===== src/logic/tirpg_pkg.sv =====
/*
  constants, field positions, reset values and shared types of the timer
  group and infrared/pwm waveform generator.
  assumes an 8-bit register port with one-cycle strobes.
*/
// Behaviour
// carrier mode 0: output high and low times come from two width counters; here one counter, width_cnt_r, is reloaded from either width
// carrier mode 1: low segments are modulated by the carrier
// long pulse 0 uses both widths; 1 ignores high width, one pulse
// pin select 0 keeps the port pin; 1 routes the modulator output
// software sets the pin direction bit to output for modulator use
// mask register holds one enable per source, 1 enables
// software always writes zero to mask bit 2
// a source requests only while its enable bit is 1
// global enable set and cleared by instructions; blocks all requests
// timer a: 8-bit up counter, overflows after 256 minus count
// timer b low byte: 8-bit up counter, 256 minus count alone
// upper enable chains high byte; overflow after 65536 minus value
// carrier timer is an up timer unless both mode bits are set
// carrier half period is (1 plus value) times carrier scale
// low segment lasts (1 plus low width) times low scale
// high segment lasts (1 plus high width) times high scale
// low-time underflow interrupt uses vector 015h
// high-time underflow interrupt uses vector 012h
// infrared disabled: modulator off, output high, carrier timer counts up
// carrier scale 1:1 when disabled, else 1:2 to 1:256
// high and low scales 1:1 when disabled, else 1:2 to 1:256
// flags set by hardware events, cleared by software, never set by write
// each timer advances only while its enable bit is 1
package tirpg_pkg;

  // ----------------------------------------------------------------
  // register indices
  // ----------------------------------------------------------------
  localparam logic [3:0] IDX_IR_CTRL   = 4'h0;
  localparam logic [3:0] IDX_INT_MASK  = 4'h1;
  localparam logic [3:0] IDX_TMR_A     = 4'h2;
  localparam logic [3:0] IDX_TMR_B_LO  = 4'h3;
  localparam logic [3:0] IDX_TMR_B_HI  = 4'h4;
  localparam logic [3:0] IDX_CARRIER   = 4'h5;
  localparam logic [3:0] IDX_LOW_W     = 4'h6;
  localparam logic [3:0] IDX_HIGH_W    = 4'h7;
  localparam logic [3:0] IDX_SCALE     = 4'h8;
  localparam logic [3:0] IDX_TMR_CTRL  = 4'h9;
  localparam logic [3:0] IDX_INT_FLAG  = 4'ha;
  localparam logic [3:0] IDX_INT_CTRL  = 4'hb;

  // ----------------------------------------------------------------
  // field positions
  // ----------------------------------------------------------------
  localparam int CS_EN_BIT   = 7;  // carrier scale enable
  localparam int CS_SEL_LSB  = 4;
  localparam int IRE_BIT     = 3;
  localparam int HF_BIT      = 2;
  localparam int LGP_BIT     = 1;
  localparam int PIN_SEL_BIT = 0;
  localparam int HS_EN_BIT   = 7;  // high-time scale
  localparam int HS_SEL_LSB  = 4;
  localparam int LS_EN_BIT   = 3;  // low-time scale
  localparam int LS_SEL_LSB  = 0;
  localparam int B_UPPER_BIT = 7;  // timer control
  localparam int B_EN_BIT    = 6;
  localparam int C_EN_BIT    = 2;
  localparam int A_EN_BIT    = 0;
  localparam int FLG_LOW     = 7;
  localparam int FLG_HIGH    = 6;
  localparam int FLG_C       = 5;
  localparam int FLG_B       = 4;
  localparam int FLG_A       = 3;
  localparam int FLG_RSVD    = 2;
  localparam int FLG_PORT    = 1;
  localparam int FLG_MAIN    = 0;

  // ----------------------------------------------------------------
  // reset values and vectors
  // ----------------------------------------------------------------
  localparam logic [7:0] RST_BYTE    = 8'h00;
  localparam logic [7:0] MASK_WR     = 8'hfb;  // bit 2 held at zero
  localparam logic [7:0] VEC_LOW     = 8'h15;
  localparam logic [7:0] VEC_HIGH    = 8'h12;
  localparam logic [7:0] VEC_NONE    = 8'h00;

  typedef enum logic [1:0] {
    WAVE_IDLE, WAVE_LOW, WAVE_HIGH, WAVE_DONE
  } tirpg_wave_t;

  // prescale mask: 1:1 when disabled, else 2^(sel+1) clocks per tick
  function automatic logic [7:0] tirpg_scale_mask(input logic en,
                                                  input logic [2:0] sel);
    logic [7:0] m;
    m = 8'h00;
    if (en) begin
      m = 8'hff >> (3'h7 - sel);
    end
    return m;
  endfunction

endpackage


===== src/logic/tirpg_scaler.sv =====
/*
  prescaler: gives one tick per 1, 2, 4 ... 256 enabled clocks.
  assumes clr restarts the division so the first tick is a full period.
*/
`timescale 1ns/1ps
module tirpg_scaler
  import tirpg_pkg::*;
(
  // clock and reset
  input  wire logic       clk_sys,
  input  wire logic       rst_n,
  // control
  input  wire logic       en,
  input  wire logic       clr,
  input  wire logic       scale_en,
  input  wire logic [2:0] scale_sel,
  // result
  output logic            tick
);

  logic [7:0] div_r;
  logic [7:0] mask;

  // ----------------------------------------------------------------
  // divider
  // ----------------------------------------------------------------
  assign mask = tirpg_scale_mask(scale_en, scale_sel);
  assign tick = en && ((div_r & mask) == mask);

  // free divider, restarted by clr
  always_ff @(posedge clk_sys or negedge rst_n) begin
    if (!rst_n) begin
      div_r <= RST_BYTE;
    end else if (clr) begin
      div_r <= RST_BYTE;
    end else if (en) begin
      div_r <= div_r + 8'h01;
    end
  end

endmodule


===== src/logic/tirpg_top.sv =====
/*
  timer group, carrier timer, high/low width generator, pin select and
  interrupt gating.
  assumes a register port master with one-cycle strobes, event inputs
  synchronous to clk_sys, and instruction pulses from the core.
*/
// Decided for this implementation: strobed register access and the address map.
`timescale 1ns/1ps
module tirpg_top
  import tirpg_pkg::*;
#(
  parameter logic [7:0] VEC_CARRIER = 8'h00,  // arbitrary default
  parameter logic [7:0] VEC_TMR_B   = 8'h00,  // arbitrary default
  parameter logic [7:0] VEC_TMR_A   = 8'h00,  // arbitrary default
  parameter logic [7:0] VEC_PORT    = 8'h00,  // arbitrary default
  parameter logic [7:0] VEC_MAIN    = 8'h00   // arbitrary default
)(
  // clock and reset
  input  wire logic       clk_sys,
  input  wire logic       rst_n,
  // register port
  input  wire logic [3:0] reg_addr,
  input  wire logic [7:0] reg_wdata,
  input  wire logic       reg_wr,
  input  wire logic       reg_rd,
  output logic [7:0]      reg_rdata,
  // core instruction pulses
  input  wire logic       enable_interrupts_instr,
  input  wire logic       disable_interrupts_instr,
  input  wire logic       int_taken,
  // other interrupt events
  input  wire logic       port_change_event,
  input  wire logic       main_timer_event,
  // port function of the shared pin
  input  wire logic       port6_bit7_data,
  input  wire logic       port6_direction_bit7,
  // shared pin
  output logic            port6_bit7_pin_o,
  output logic            port6_bit7_pin_oe,
  // interrupt to core
  output logic            int_req,
  output logic [7:0]      int_vector
);

  // ----------------------------------------------------------------
  // registers and nets
  // ----------------------------------------------------------------
  logic [7:0]  ir_modulator_control_r;
  logic [7:0]  timer_interrupt_mask_r;
  logic [7:0]  low_time_width_r;
  logic [7:0]  high_time_width_r;
  logic [7:0]  pulse_time_scale_reg_r;
  logic [7:0]  timer_control_r;
  logic [7:0]  int_flag_r;
  logic [7:0]  int_flag_nxt;
  logic        gie_r;
  logic [7:0]  rdata_r;
  logic        pin_o_r;
  logic        pin_oe_r;
  logic        int_req_r;
  logic [7:0]  int_vec_r;
  tirpg_wave_t wave_r;
  tirpg_wave_t wave_nxt;
  logic [7:0]  width_cnt_r;
  logic [7:0]  carrier_cnt_r;
  logic        carrier_r;

  logic        wr_ir, wr_a, wr_blo, wr_bhi, wr_c;
  logic        infrared_enable, carrier_mode_select, long_pulse_select;
  logic        modulator_pin_select, ir_mode;
  logic        timer_a_en, timer_b_en, carrier_en, timer_b_upper_enable;
  logic [7:0]  timer_a, timer_b_low, timer_b_high, carrier_timer;
  logic        a_carry, blo_carry, bhi_carry, c_carry;
  logic        b_overflow, carrier_tick, carrier_event;
  logic        low_tick, high_tick, low_under, high_under;
  logic        wave_switch;
  logic        mod_val;
  logic [7:0]  pending;
  logic [7:0]  events;

  // ----------------------------------------------------------------
  // field decode
  // ----------------------------------------------------------------
  assign wr_ir   = reg_wr && (reg_addr == IDX_IR_CTRL);
  assign wr_a    = reg_wr && (reg_addr == IDX_TMR_A);
  assign wr_blo  = reg_wr && (reg_addr == IDX_TMR_B_LO);
  assign wr_bhi  = reg_wr && (reg_addr == IDX_TMR_B_HI);
  assign wr_c    = reg_wr && (reg_addr == IDX_CARRIER);

  assign infrared_enable      = ir_modulator_control_r[IRE_BIT];
  assign carrier_mode_select  = ir_modulator_control_r[HF_BIT];
  assign long_pulse_select    = ir_modulator_control_r[LGP_BIT];
  assign modulator_pin_select = ir_modulator_control_r[PIN_SEL_BIT];
  assign ir_mode = carrier_mode_select && infrared_enable;
  assign timer_a_en           = timer_control_r[A_EN_BIT];
  assign timer_b_en           = timer_control_r[B_EN_BIT];
  assign carrier_en           = timer_control_r[C_EN_BIT];
  assign timer_b_upper_enable = timer_control_r[B_UPPER_BIT];

  // ----------------------------------------------------------------
  // software registers
  // ----------------------------------------------------------------
  // control, width and scale registers; mask bit 2 kept at zero
  always_ff @(posedge clk_sys or negedge rst_n) begin
    if (!rst_n) begin
      ir_modulator_control_r <= RST_BYTE;
      timer_interrupt_mask_r <= RST_BYTE;
      low_time_width_r       <= RST_BYTE;
      high_time_width_r      <= RST_BYTE;
      pulse_time_scale_reg_r <= RST_BYTE;
      timer_control_r        <= RST_BYTE;
    end else if (reg_wr) begin
      case (reg_addr)
        IDX_IR_CTRL:  ir_modulator_control_r <= reg_wdata;
        IDX_INT_MASK: timer_interrupt_mask_r <= reg_wdata & MASK_WR;
        IDX_LOW_W:    low_time_width_r       <= reg_wdata;
        IDX_HIGH_W:   high_time_width_r      <= reg_wdata;
        IDX_SCALE:    pulse_time_scale_reg_r <= reg_wdata;
        IDX_TMR_CTRL: timer_control_r        <= reg_wdata;
        default: ;
      endcase
    end
  end

  // ----------------------------------------------------------------
  // timer a and timer b
  // ----------------------------------------------------------------
  // timer a counts every clock while enabled
  tirpg_up_timer u_timer_a (
    .clk_sys  (clk_sys),
    .rst_n    (rst_n),
    .load     (wr_a),
    .load_val (reg_wdata),
    .inc      (timer_a_en),
    .count    (timer_a),
    .carry    (a_carry)
  );

  // timer b low byte
  tirpg_up_timer u_timer_b_lo (
    .clk_sys  (clk_sys),
    .rst_n    (rst_n),
    .load     (wr_blo),
    .load_val (reg_wdata),
    .inc      (timer_b_en),
    .count    (timer_b_low),
    .carry    (blo_carry)
  );

  // timer b high byte, chained on the low byte carry
  tirpg_up_timer u_timer_b_hi (
    .clk_sys  (clk_sys),
    .rst_n    (rst_n),
    .load     (wr_bhi),
    .load_val (reg_wdata),
    .inc      (blo_carry && timer_b_upper_enable),
    .count    (timer_b_high),
    .carry    (bhi_carry)
  );

  assign b_overflow = timer_b_upper_enable ? bhi_carry : blo_carry;

  // ----------------------------------------------------------------
  // carrier timer
  // ----------------------------------------------------------------
  // carrier prescaler
  tirpg_scaler u_carrier_scale (
    .clk_sys   (clk_sys),
    .rst_n     (rst_n),
    .en        (carrier_en),
    .clr       (wr_c || wr_ir),
    .scale_en  (ir_modulator_control_r[CS_EN_BIT]),
    .scale_sel (ir_modulator_control_r[CS_SEL_LSB +: 3]),
    .tick      (carrier_tick)
  );

  // up timer in plain mode, held as reload value in carrier mode
  tirpg_up_timer u_carrier (
    .clk_sys  (clk_sys),
    .rst_n    (rst_n),
    .load     (wr_c),
    .load_val (reg_wdata),
    .inc      (carrier_tick && !ir_mode),
    .count    (carrier_timer),
    .carry    (c_carry)
  );

  // half period of (1 + value) scaled ticks, then the carrier toggles
  always_ff @(posedge clk_sys or negedge rst_n) begin
    if (!rst_n) begin
      carrier_cnt_r <= RST_BYTE;
      carrier_r     <= 1'b1;
    end else if (!ir_mode || wr_c) begin
      carrier_cnt_r <= wr_c ? reg_wdata : carrier_timer;
      carrier_r     <= 1'b1;
    end else if (carrier_tick) begin
      if (carrier_cnt_r == 8'h00) begin
        carrier_cnt_r <= carrier_timer;
        carrier_r     <= !carrier_r;
      end else begin
        carrier_cnt_r <= carrier_cnt_r - 8'h01;
      end
    end
  end

  assign carrier_event = ir_mode ? (carrier_tick && carrier_cnt_r == 8'h00)
                                 : c_carry;

  // ----------------------------------------------------------------
  // high and low width generator
  // ----------------------------------------------------------------
  // low-time prescaler, runs only in the low segment
  tirpg_scaler u_low_scale (
    .clk_sys   (clk_sys),
    .rst_n     (rst_n),
    .en        (wave_r == WAVE_LOW),
    .clr       (wave_switch),
    .scale_en  (pulse_time_scale_reg_r[LS_EN_BIT]),
    .scale_sel (pulse_time_scale_reg_r[LS_SEL_LSB +: 3]),
    .tick      (low_tick)
  );

  // high-time prescaler, runs only in the high segment
  tirpg_scaler u_high_scale (
    .clk_sys   (clk_sys),
    .rst_n     (rst_n),
    .en        (wave_r == WAVE_HIGH),
    .clr       (wave_switch),
    .scale_en  (pulse_time_scale_reg_r[HS_EN_BIT]),
    .scale_sel (pulse_time_scale_reg_r[HS_SEL_LSB +: 3]),
    .tick      (high_tick)
  );

  assign low_under  = low_tick && (width_cnt_r == 8'h00);
  assign high_under = high_tick && (width_cnt_r == 8'h00);

  // segment sequencing
  always_comb begin
    wave_nxt = wave_r;
    case (wave_r)
      WAVE_IDLE: begin
        if (infrared_enable) begin
          wave_nxt = WAVE_LOW;
        end
      end
      WAVE_LOW: begin
        if (low_under) begin
          wave_nxt = long_pulse_select ? WAVE_DONE : WAVE_HIGH;
        end
      end
      WAVE_HIGH: begin
        if (high_under) begin
          wave_nxt = WAVE_LOW;
        end
      end
      WAVE_DONE: wave_nxt = WAVE_DONE;
      default:   wave_nxt = WAVE_IDLE;
    endcase
    if (!infrared_enable) begin
      wave_nxt = WAVE_IDLE;
    end
  end

  assign wave_switch = (wave_nxt != wave_r);

  // segment state and width down counter, reloaded on each switch
  always_ff @(posedge clk_sys or negedge rst_n) begin
    if (!rst_n) begin
      wave_r      <= WAVE_IDLE;
      width_cnt_r <= RST_BYTE;
    end else begin
      wave_r <= wave_nxt;
      if (wave_switch) begin
        width_cnt_r <= (wave_nxt == WAVE_HIGH) ? high_time_width_r
                                               : low_time_width_r;
      end else if (low_tick || high_tick) begin
        width_cnt_r <= width_cnt_r - 8'h01;
      end
    end
  end

  // ----------------------------------------------------------------
  // modulator output and pin select
  // ----------------------------------------------------------------
  // low segment: carrier in carrier mode, else low; high otherwise
  always_comb begin
    mod_val = 1'b1;
    if (wave_r == WAVE_LOW) begin
      mod_val = ir_mode ? carrier_r : 1'b0;
    end
  end

  // pin carries the modulator or the port bit; direction from port
  always_ff @(posedge clk_sys or negedge rst_n) begin
    if (!rst_n) begin
      pin_o_r  <= 1'b1;
      pin_oe_r <= 1'b0;
    end else begin
      pin_o_r  <= modulator_pin_select ? mod_val : port6_bit7_data;
      pin_oe_r <= !port6_direction_bit7;
    end
  end

  // ----------------------------------------------------------------
  // interrupt flags, gating and vector
  // ----------------------------------------------------------------
  assign events = {low_under, high_under, carrier_event, b_overflow,
                   a_carry, 1'b0, port_change_event, main_timer_event};

  // software write only clears; a same-cycle event wins
  always_comb begin
    int_flag_nxt = int_flag_r;
    if (reg_wr && reg_addr == IDX_INT_FLAG) begin
      int_flag_nxt = int_flag_r & reg_wdata;
    end
    int_flag_nxt = int_flag_nxt | events;
    int_flag_nxt[FLG_RSVD] = 1'b0;
  end

  // flags and global enable
  always_ff @(posedge clk_sys or negedge rst_n) begin
    if (!rst_n) begin
      int_flag_r <= RST_BYTE;
      gie_r      <= 1'b0;
    end else begin
      int_flag_r <= int_flag_nxt;
      if (disable_interrupts_instr || int_taken) begin
        gie_r <= 1'b0;
      end else if (enable_interrupts_instr) begin
        gie_r <= 1'b1;
      end
    end
  end

  assign pending = int_flag_r & timer_interrupt_mask_r;

  // request and priority vector
  always_ff @(posedge clk_sys or negedge rst_n) begin
    if (!rst_n) begin
      int_req_r <= 1'b0;
      int_vec_r <= VEC_NONE;
    end else begin
      int_req_r <= gie_r && (pending != 8'h00);
      if (pending[FLG_LOW]) begin
        int_vec_r <= VEC_LOW;
      end else if (pending[FLG_HIGH]) begin
        int_vec_r <= VEC_HIGH;
      end else if (pending[FLG_C]) begin
        int_vec_r <= VEC_CARRIER;
      end else if (pending[FLG_B]) begin
        int_vec_r <= VEC_TMR_B;
      end else if (pending[FLG_A]) begin
        int_vec_r <= VEC_TMR_A;
      end else if (pending[FLG_PORT]) begin
        int_vec_r <= VEC_PORT;
      end else if (pending[FLG_MAIN]) begin
        int_vec_r <= VEC_MAIN;
      end else begin
        int_vec_r <= VEC_NONE;
      end
    end
  end

  // ----------------------------------------------------------------
  // read port
  // ----------------------------------------------------------------
  // read data stands one cycle after the strobe, zero otherwise
  always_ff @(posedge clk_sys or negedge rst_n) begin
    if (!rst_n) begin
      rdata_r <= RST_BYTE;
    end else if (reg_rd) begin
      case (reg_addr)
        IDX_IR_CTRL:  rdata_r <= ir_modulator_control_r;
        IDX_INT_MASK: rdata_r <= timer_interrupt_mask_r;
        IDX_TMR_A:    rdata_r <= timer_a;
        IDX_TMR_B_LO: rdata_r <= timer_b_low;
        IDX_TMR_B_HI: rdata_r <= timer_b_high;
        IDX_CARRIER:  rdata_r <= carrier_timer;
        IDX_LOW_W:    rdata_r <= low_time_width_r;
        IDX_HIGH_W:   rdata_r <= high_time_width_r;
        IDX_SCALE:    rdata_r <= pulse_time_scale_reg_r;
        IDX_TMR_CTRL: rdata_r <= timer_control_r;
        IDX_INT_FLAG: rdata_r <= pending;  // flags seen through mask
        IDX_INT_CTRL: rdata_r <= {7'h00, gie_r};
        default:      rdata_r <= RST_BYTE;
      endcase
    end else begin
      rdata_r <= RST_BYTE;
    end
  end

  // ----------------------------------------------------------------
  // outputs
  // ----------------------------------------------------------------
  assign reg_rdata         = rdata_r;
  assign port6_bit7_pin_o  = pin_o_r;
  assign port6_bit7_pin_oe = pin_oe_r;
  assign int_req           = int_req_r;
  assign int_vector        = int_vec_r;

endmodule


===== src/logic/tirpg_up_timer.sv =====
/*
  8-bit up timer with software load and carry out.
  assumes load and inc are synchronous one-cycle requests.
*/
`timescale 1ns/1ps
module tirpg_up_timer
  import tirpg_pkg::*;
(
  // clock and reset
  input  wire logic       clk_sys,
  input  wire logic       rst_n,
  // control
  input  wire logic       load,
  input  wire logic [7:0] load_val,
  input  wire logic       inc,
  // result
  output logic [7:0]      count,
  output logic            carry
);

  logic [7:0] count_r;

  // ----------------------------------------------------------------
  // counter
  // ----------------------------------------------------------------
  assign count = count_r;
  assign carry = inc && !load && (count_r == 8'hff);

  // load wins over increment, count holds otherwise
  always_ff @(posedge clk_sys or negedge rst_n) begin
    if (!rst_n) begin
      count_r <= RST_BYTE;
    end else if (load) begin
      count_r <= load_val;
    end else if (inc) begin
      count_r <= count_r + 8'h01;
    end
  end

endmodule


===== config.mk =====
export PLATFORM = sky130hd
export DESIGN_NAME = tirpg_top
export DESIGN_NICKNAME = d
export VERILOG_FILES = /design/src/logic/tirpg_pkg.sv /design/src/logic/tirpg_scaler.sv /design/src/logic/tirpg_top.sv /design/src/logic/tirpg_up_timer.sv
export SDC_FILE = /design/constraint.sdc
export NUM_CORES = 1
export LEC_CHECK = 0
export BUFFER_PORTS_ARGS = -buffer_cell sky130_fd_sc_hd__buf_4
export CAP_MARGIN = 20
export CORE_MARGIN = 1.5
export CORE_UTILIZATION = 50
export CTS_BUF_LIST = sky130_fd_sc_hd__clkbuf_8
export CTS_CLUSTER_DIAMETER = 100
export CTS_CLUSTER_SIZE = 30
export DETAILED_ROUTE_END_ITERATION = 7
export GPL_TIMING_DRIVEN = 0
export PLACE_DENSITY = 0.64
export SYNTH_ARGS = -nofsm -noshare
export SYNTH_HDL_FRONTEND = slang
export SYNTH_SLANG_ARGS = --single-unit

===== constraint.sdc =====
create_clock -name clk_sys -period 5.79 [get_ports clk_sys]
set_clock_uncertainty 0.15 [all_clocks]
set_input_delay 0.2895 -clock clk_sys [delete_from_list [all_inputs] [get_ports clk_sys]]
set_output_delay 0.2895 -clock clk_sys [all_outputs]
set_load 0.005 [all_outputs]

; Word-level counts from Yosys, hierarchy flattened
; Index checks and enable logic that the tools add are counted.
[word_totals]
regBits = 149
word_cells = 170
[classes]
n_addsub = 12
eq_ne = 23
n_shift = 3
mux = 44
bitwise = 6
n_reduce_logical = 58
[op_table]
columns = operator, n
row1 = $mux 8, 26
row2 = $pmux 8 s12, 1
row3 = $add 8x1->8 const B, 7
row4 = $and 8x8->8, 5
row5 = $eq 8x8->1 const B, 4
row6 = $eq 8x8->1, 3
row7 = $logic_and 1x1->1, 24
row8 = $shr 8x3->8 const A, 3
row9 = $reduce_bool 2->1, 11
row10 = $eq 4x3->1 const B, 4
row11 = $eq 4x4->1 const B, 4
row12 = $logic_not 8->1, 2
row13 = $sub 8x1->8 const B, 2
row14 = $reduce_and 2->1, 7
row15 = $mux 1, 11
row16 = $mux 5, 2
row17 = $sub 3x3->3 const A, 3
row18 = $eq 4x2->1 const B, 2
row19 = $or 8x8->8, 1
row20 = $pmux 2 s4, 1
row21 = $reduce_bool 8->1, 1
row22 = $logic_not 1->1, 7
row23 = $eq 2x2->1 const B, 3
row24 = $mux 2, 3
row25 = other kinds (6), 9

; Logic depth before layout (Yosys ltp)
[logic_depth]
ltp_word = 13
depth_mapped = 11
ltp_nobuf = 9

; Hierarchy
; From an unflattened synthesis, not the netlist that was laid out.
[unflattened]
hier_cells = 817
area_unflattened_um2 = 8161.6
[modules_own_cells]
columns = module, n_inst, cells_per_inst, area_each_um2
row1 = tirpg_top, 1, 463, 4933.5
row2 = tirpg_up_timer, 4, 51, 465.4
row3 = tirpg_scaler, 3, 50, 455.4

; Least setup slack after synthesis
; OpenSTA, ideal clock, no wires.
[synth_path]
path_kind = register -> register
startpoint = reg width_cnt_r[0]
endpoint = reg width_cnt_r[2]
setup_time_ns = 0.126
t_arrival_ns = 2.513
path_slack_ns = 3.001
stages_incl_launch_ff = 10
path_buffers = 0
synth_period_minus_slack_ns = 2.789
path_cell_list = dfrtp_1 inv_1 ha_1 or4b_4 nor3_4 nand2b_2 o21a_1 o21ai_4 mux2_4 a221o_1
[synth_between]
elab_chain_len = 8
word_cells_on_any_way = 14
cone_classes = add/sub: 1 / eq/ne: 2 / mux: 7 / reduce/logical: 4
[synth_lines]
columns = element, line_no
row1 = start: declaration, tirpg_top.sv:64  ; logic [7:0] width_cnt_r;
row2 = start signal: assignment, tirpg_top.sv:274  ; width_cnt_r <= (wave_nxt == WAVE_HIGH) ? high_time_width_r
row3 = start signal: assignment, tirpg_top.sv:277  ; width_cnt_r <= width_cnt_r - 8'h01;
row4 = $logic_not 8->1, "tirpg_top.sv:234, tirpg_top.sv:235"
row5 = $logic_and 1x1->1 (on tied branches), "tirpg_top.sv:235, tirpg_top.sv:234"
row6 = $mux 2 (on tied branches), "tirpg_top.sv:252, tirpg_top.sv:247"
row7 = $pmux 2 s4, tirpg_top.sv:240  ; case (wave_r)
row8 = $mux 2, tirpg_top.sv:259  ; if (!infrared_enable) begin
row9 = $eq 2x2->1, tirpg_top.sv:274
row10 = $mux 8, tirpg_top.sv:274
row11 = $mux 8, tirpg_top.sv:273  ; if (wave_switch) begin
; Parallel ways exist; a longest one is shown, timed or not. The select of a mux whose other input is x is not followed.
; A chain may end at the register's enable or synchronous reset.

; Worst setup path after layout
[layout_path]
startpoint = reg width_cnt_r[0]
endpoint = reg width_cnt_r[4]
; The elaborated chain is that of the path after synthesis.

==> impl_metrics.csv <==
group,metric,value,unit
setup_path,ff2ff_setup_slack,2500,ps
power_and_ir_drop,p_per_area,385,nW/µm²
detailed_routing,first_iter_violations,626,
yosys,synth_seq_area_share,45.7,%
grt,largest_net_degree_at_the_start_of_global_routing,86,
setup_path,cp-end-kind,"register",
setup_path,critPathLaunch,"width_cnt_r[0]",
setup_path,timing.reg2reg.worst_path_depth,9,
detailed_routing,detailroute.via_count,6606,
power_and_ir_drop,leakage_power_of_the_design,3.74,nW
sta,setup_ws,2500,ps
grt,gr_layer_usage_met2,45.9,%
yosys,synth-warning-count,0,
sta,clock.fmax,0.304,GHz
sta,hold_violations_final,0,
floorplan,i_o_pins,42,
finish,post-route-util,58.7,%
yosys,yosys_most_used_dff,"sky130_fd_sc_hd__dfrtp_1",
cts,clk_latency,460,ps
place,preCtsSetupSlack,2580,ps
finish,final_nets,934,
floorplan,die-area,16600,µm²
detailed_routing,drt-pass1-iter-count,6,
cts,cts_num_sinks,144,
cts,cts_root_buffer,"sky130_fd_sc_hd__clkbuf_8",
cts,post_cts_setup_buffer_count,0,
hold_path,hold-path-cell-count,3,
detailed_routing,route.detailed.vias_per_inst,5.88,
yosys,synthesis.area,7900,µm²
detailed_routing,wl_per_cell,20.4,µm
place,buffer_ports.inserted,34,
finish,layout-drive-gt1-share,15.9,%
setup_path,worst_setup_path_endpoint,"width_cnt_r[4]",
grt,first_global_vias,6495,
flow_run,max-cap-violations,0,
grt,globalRouteMet3Util,5.99,%
setup_path,reg2reg_to,"width_cnt_r[4]",
finish,flip_flop_and_latch_area,3610,µm²
sta,setup_total_negative_slack,0,ps
detailed_routing,wl,22900,µm
sta,timing.final.setup_violations,0,
floorplan,initial_utilization,51.6,%
setup_path,cp_data_arrival_time,3470,ps
sta,finalWorstPathRequiredPeriod,3290,ps
floorplan,die_height,129,µm
grt,grt-busiest-layer,"met2",
sta,timing_max_transition_violations_final,0,
yosys,syn_avg_cell_area,9.54,µm²
grt,grt_usage,29.1,%
grt,grt_residual_overflow,0,
cts,clock_tree_buf_depth,2,
setup_path,cp.required,5970,ps
cts,clock_tree_from_tritoncts,"yes",
power_and_ir_drop,vdd_ir_drop_max,0.000247,V
yosys,synth-async-reset-ratio,100,%
sta,slew_headroom,33.0,%
grt,grt_antenna_before_repair,0,
sta,worstMarginPinSlew,997,ps
yosys,synth_edf_count,0,
floorplan,floorplan.rows,45,
grt,grt_first_pass_wirelength,36100,µm
setup_path,setup.worst_path.start_class,"register",
yosys,synthDistinctLibCells,71,
yosys,synthesis.instances,828,
yosys,postSynthRegisterBits,144,
detailed_routing,detail-route-antenna-nets,0,
cts,htreeDepth,4,
finish,layout_commonest_cell,"sky130_fd_sc_hd__dfrtp_1",
floorplan,chip_width,129,µm
setup_path,critPathMaxFanout,8,
setup_path,timing_worst_setup_path_type,"reg2reg",
cts,cts.clk_slew.worst_paths,80,ps
grt,global_route.usage.met1,40.2,%
sta,layout_worst_path_cycle_share,56.8,%
detailed_routing,remaining_drc_errors,0,
finish,multi_input_area,4020,µm²
hold_path,hp-class,"in2reg",
setup_path,worst_r2r_startpoint,"width_cnt_r[0]",
status,status,"finished, final reports clean",
place,place_hpwl,16400,µm
finish,synthToLayoutAreaGrowth,13.8,%
finish,n_antenna_cell,0,
finish,most_frequent_cells_in_the_layout,"sky130_fd_sc_hd__dfrtp_1 (142), sky130_fd_sc_hd__nor2_1 (91), sky130_fd_sc_hd__nand2_1 (90), sky130_fd_sc_hd__mux2_2 (52), sky130_fd_sc_hd__o21ai_0 (51)",
cts,clock_buffers_created_by_tritoncts,17,
finish,fill_cells,1370,
floorplan,floorplan.core_area,15300,µm²
sta,grt_setup_unrepaired,"no",
place,routabilityCongestion,0.969,
==> synthesized netlist by cell type, drive strengths merged, types with 3 or more instances <==
| cell | count | area (µm²) |
|---|---|---|
| a211oi | 5 | 42.5 |
| a21boi | 3 | 22.5 |
| a21oi | 34 | 170 |
| a22oi | 7 | 52.6 |
| a31o | 3 | 26.3 |
| a31oi | 17 | 106 |
| a32oi | 5 | 43.8 |
| and2 | 5 | 31.3 |
| and3 | 8 | 50.1 |
| buf | 13 | 85.1 |
| clkbuf | 38 | 143 |
| dfrtp | 142 | 3550 |
| ha | 10 | 125 |
| inv | 16 | 60.1 |
| mux2 | 53 | 601 |
| mux2i | 21 | 210 |
| nand2 | 90 | 338 |
| nand2b | 10 | 65.1 |
| nand3 | 37 | 185 |
| nand4 | 15 | 93.8 |
| nor2 | 91 | 342 |
| nor2b | 10 | 62.6 |
| nor3 | 18 | 101 |
| nor3b | 3 | 22.5 |
| nor4 | 5 | 31.3 |
| nor4b | 3 | 41.3 |
| o211ai | 8 | 60.1 |
| o21ai | 53 | 277 |
| o221ai | 3 | 26.3 |
| o22ai | 3 | 18.8 |
| o31ai | 7 | 52.6 |
| o32ai | 3 | 26.3 |
| or3 | 4 | 25.0 |
| xnor2 | 22 | 193 |
| xor2 | 30 | 263 |
==> critical path, stage by stage (launching register included) <==
cell	delay, ps
sky130_fd_sc_hd__dfrtp_1	380
sky130_fd_sc_hd__inv_1	90
sky130_fd_sc_hd__ha_1	190
sky130_fd_sc_hd__or4b_4	510
sky130_fd_sc_hd__nor4_1	460
sky130_fd_sc_hd__nand2_1	130
sky130_fd_sc_hd__o311ai_2	340
sky130_fd_sc_hd__a31oi_1	350
sky130_fd_sc_hd__a211oi_1	430
sky130_fd_sc_hd__nor4_1	130
==> state kept, by name, indices dropped and copies added, names as in the netlist, 2 cells and up <==
name and flops:
reg_rdata 8, u_timer_b_lo.count 8, timer_control_r 8, u_carrier.count 8, u_timer_a.count 8, carrier_cnt_r 8
u_high_scale.div_r 8, u_carrier_scale.div_r 8, int_flag_r 7, width_cnt_r 8, ir_modulator_control_r 8, int_vector 3
high_time_width_r 8, wave_r 2, timer_interrupt_mask_r 7, u_timer_b_hi.count 8, pulse_time_scale_reg_r 8, u_low_scale.div_r 8
low_time_width_r 8
==> final cells by class <==
| type | instances | share of cell area (%) |
|---|---|---|
| plain buffers | 51 | 2.53 |
| clock inverters | 11 | 1.00 |
| well taps | 211 | 2.94 |
| multi-input cells | 620 | 44.7 |
| flip-flops and latches | 144 | 40.1 |
| repair buffers | 51 | 4.96 |
| clock buffers | 20 | 3.06 |
| inverters | 16 | 0.669 |
==> kinds of logic (layout without fill, tap and decap cells) <==
kind of cell | Yosys count | after routing | share of synthesized area (%)
AO/OA/AOI/OAI | 171 | 171 | 14.1
XOR/XNOR | 52 | 52 | 5.77
adder cells (fa/ha/maj) | 10 | 10 | 1.58
buffers and inverters | 67 | 149 | 3.64
flip-flops | 144 | 144 | 45.7
multiplexers | 75 | 75 | 10.6
other | 1 | 4 | 0.0475
AND/OR/NAND/NOR | 308 | 308 | 18.6
==> stage by stage <==
step	hold WS [ps]	instance area, µm²	total power, mW	instances
finish	187	8980	3.46	1124
floorplan	-156	7910	2.31	831
detailed placement	154	8470	2.69	1078
global route	191	8980	3.67	1124
global placement	288	8430	2.64	1076
CTS	162	8980	3.46	1123
==> power by group <==
| group | total [mW] | leakage [nW] | switching [mW] | internal (mW) |
|---|---|---|---|---|
| Clock | 0.758 | 0.194 | 0.391 | 0.366 |
| Combinational | 1.05 | 1.77 | 0.557 | 0.491 |
| Sequential | 1.65 | 1.78 | 0.363 | 1.29 |
==> what timing repair did <==
action                    4_1_cts  5_1_grt
resized for setup               0        0
hold buffers                   14        0
hold endpoints to repair       69        0
==> metal layers <==
metal  vias to the layer above  share of wire (%)  wire length [µm]
li1                       3092                  -                 -
met1                      3259                 45             10400
met2                       213                 47             10700
met3                        42                5.7              1300
met4                         0                2.4               557
met5                         -                  0                 0
==> worst min-delay path by stage <==
stage	startpoint	to
2_1_floorplan	rst_n	carrier_cnt_r[0]
3_3_place_gp	port6_direction_bit7	port6_bit7_pin_oe
3_5_place_dp	rst_n	u_low_scale.div_r[0]
4_1_cts	reg_wr	carrier_cnt_r[7]
5_1_grt	reg_rd	reg_rdata[1]
6_report	reg_rd	reg_rdata[1]
(Power assumes the default switching activity.)
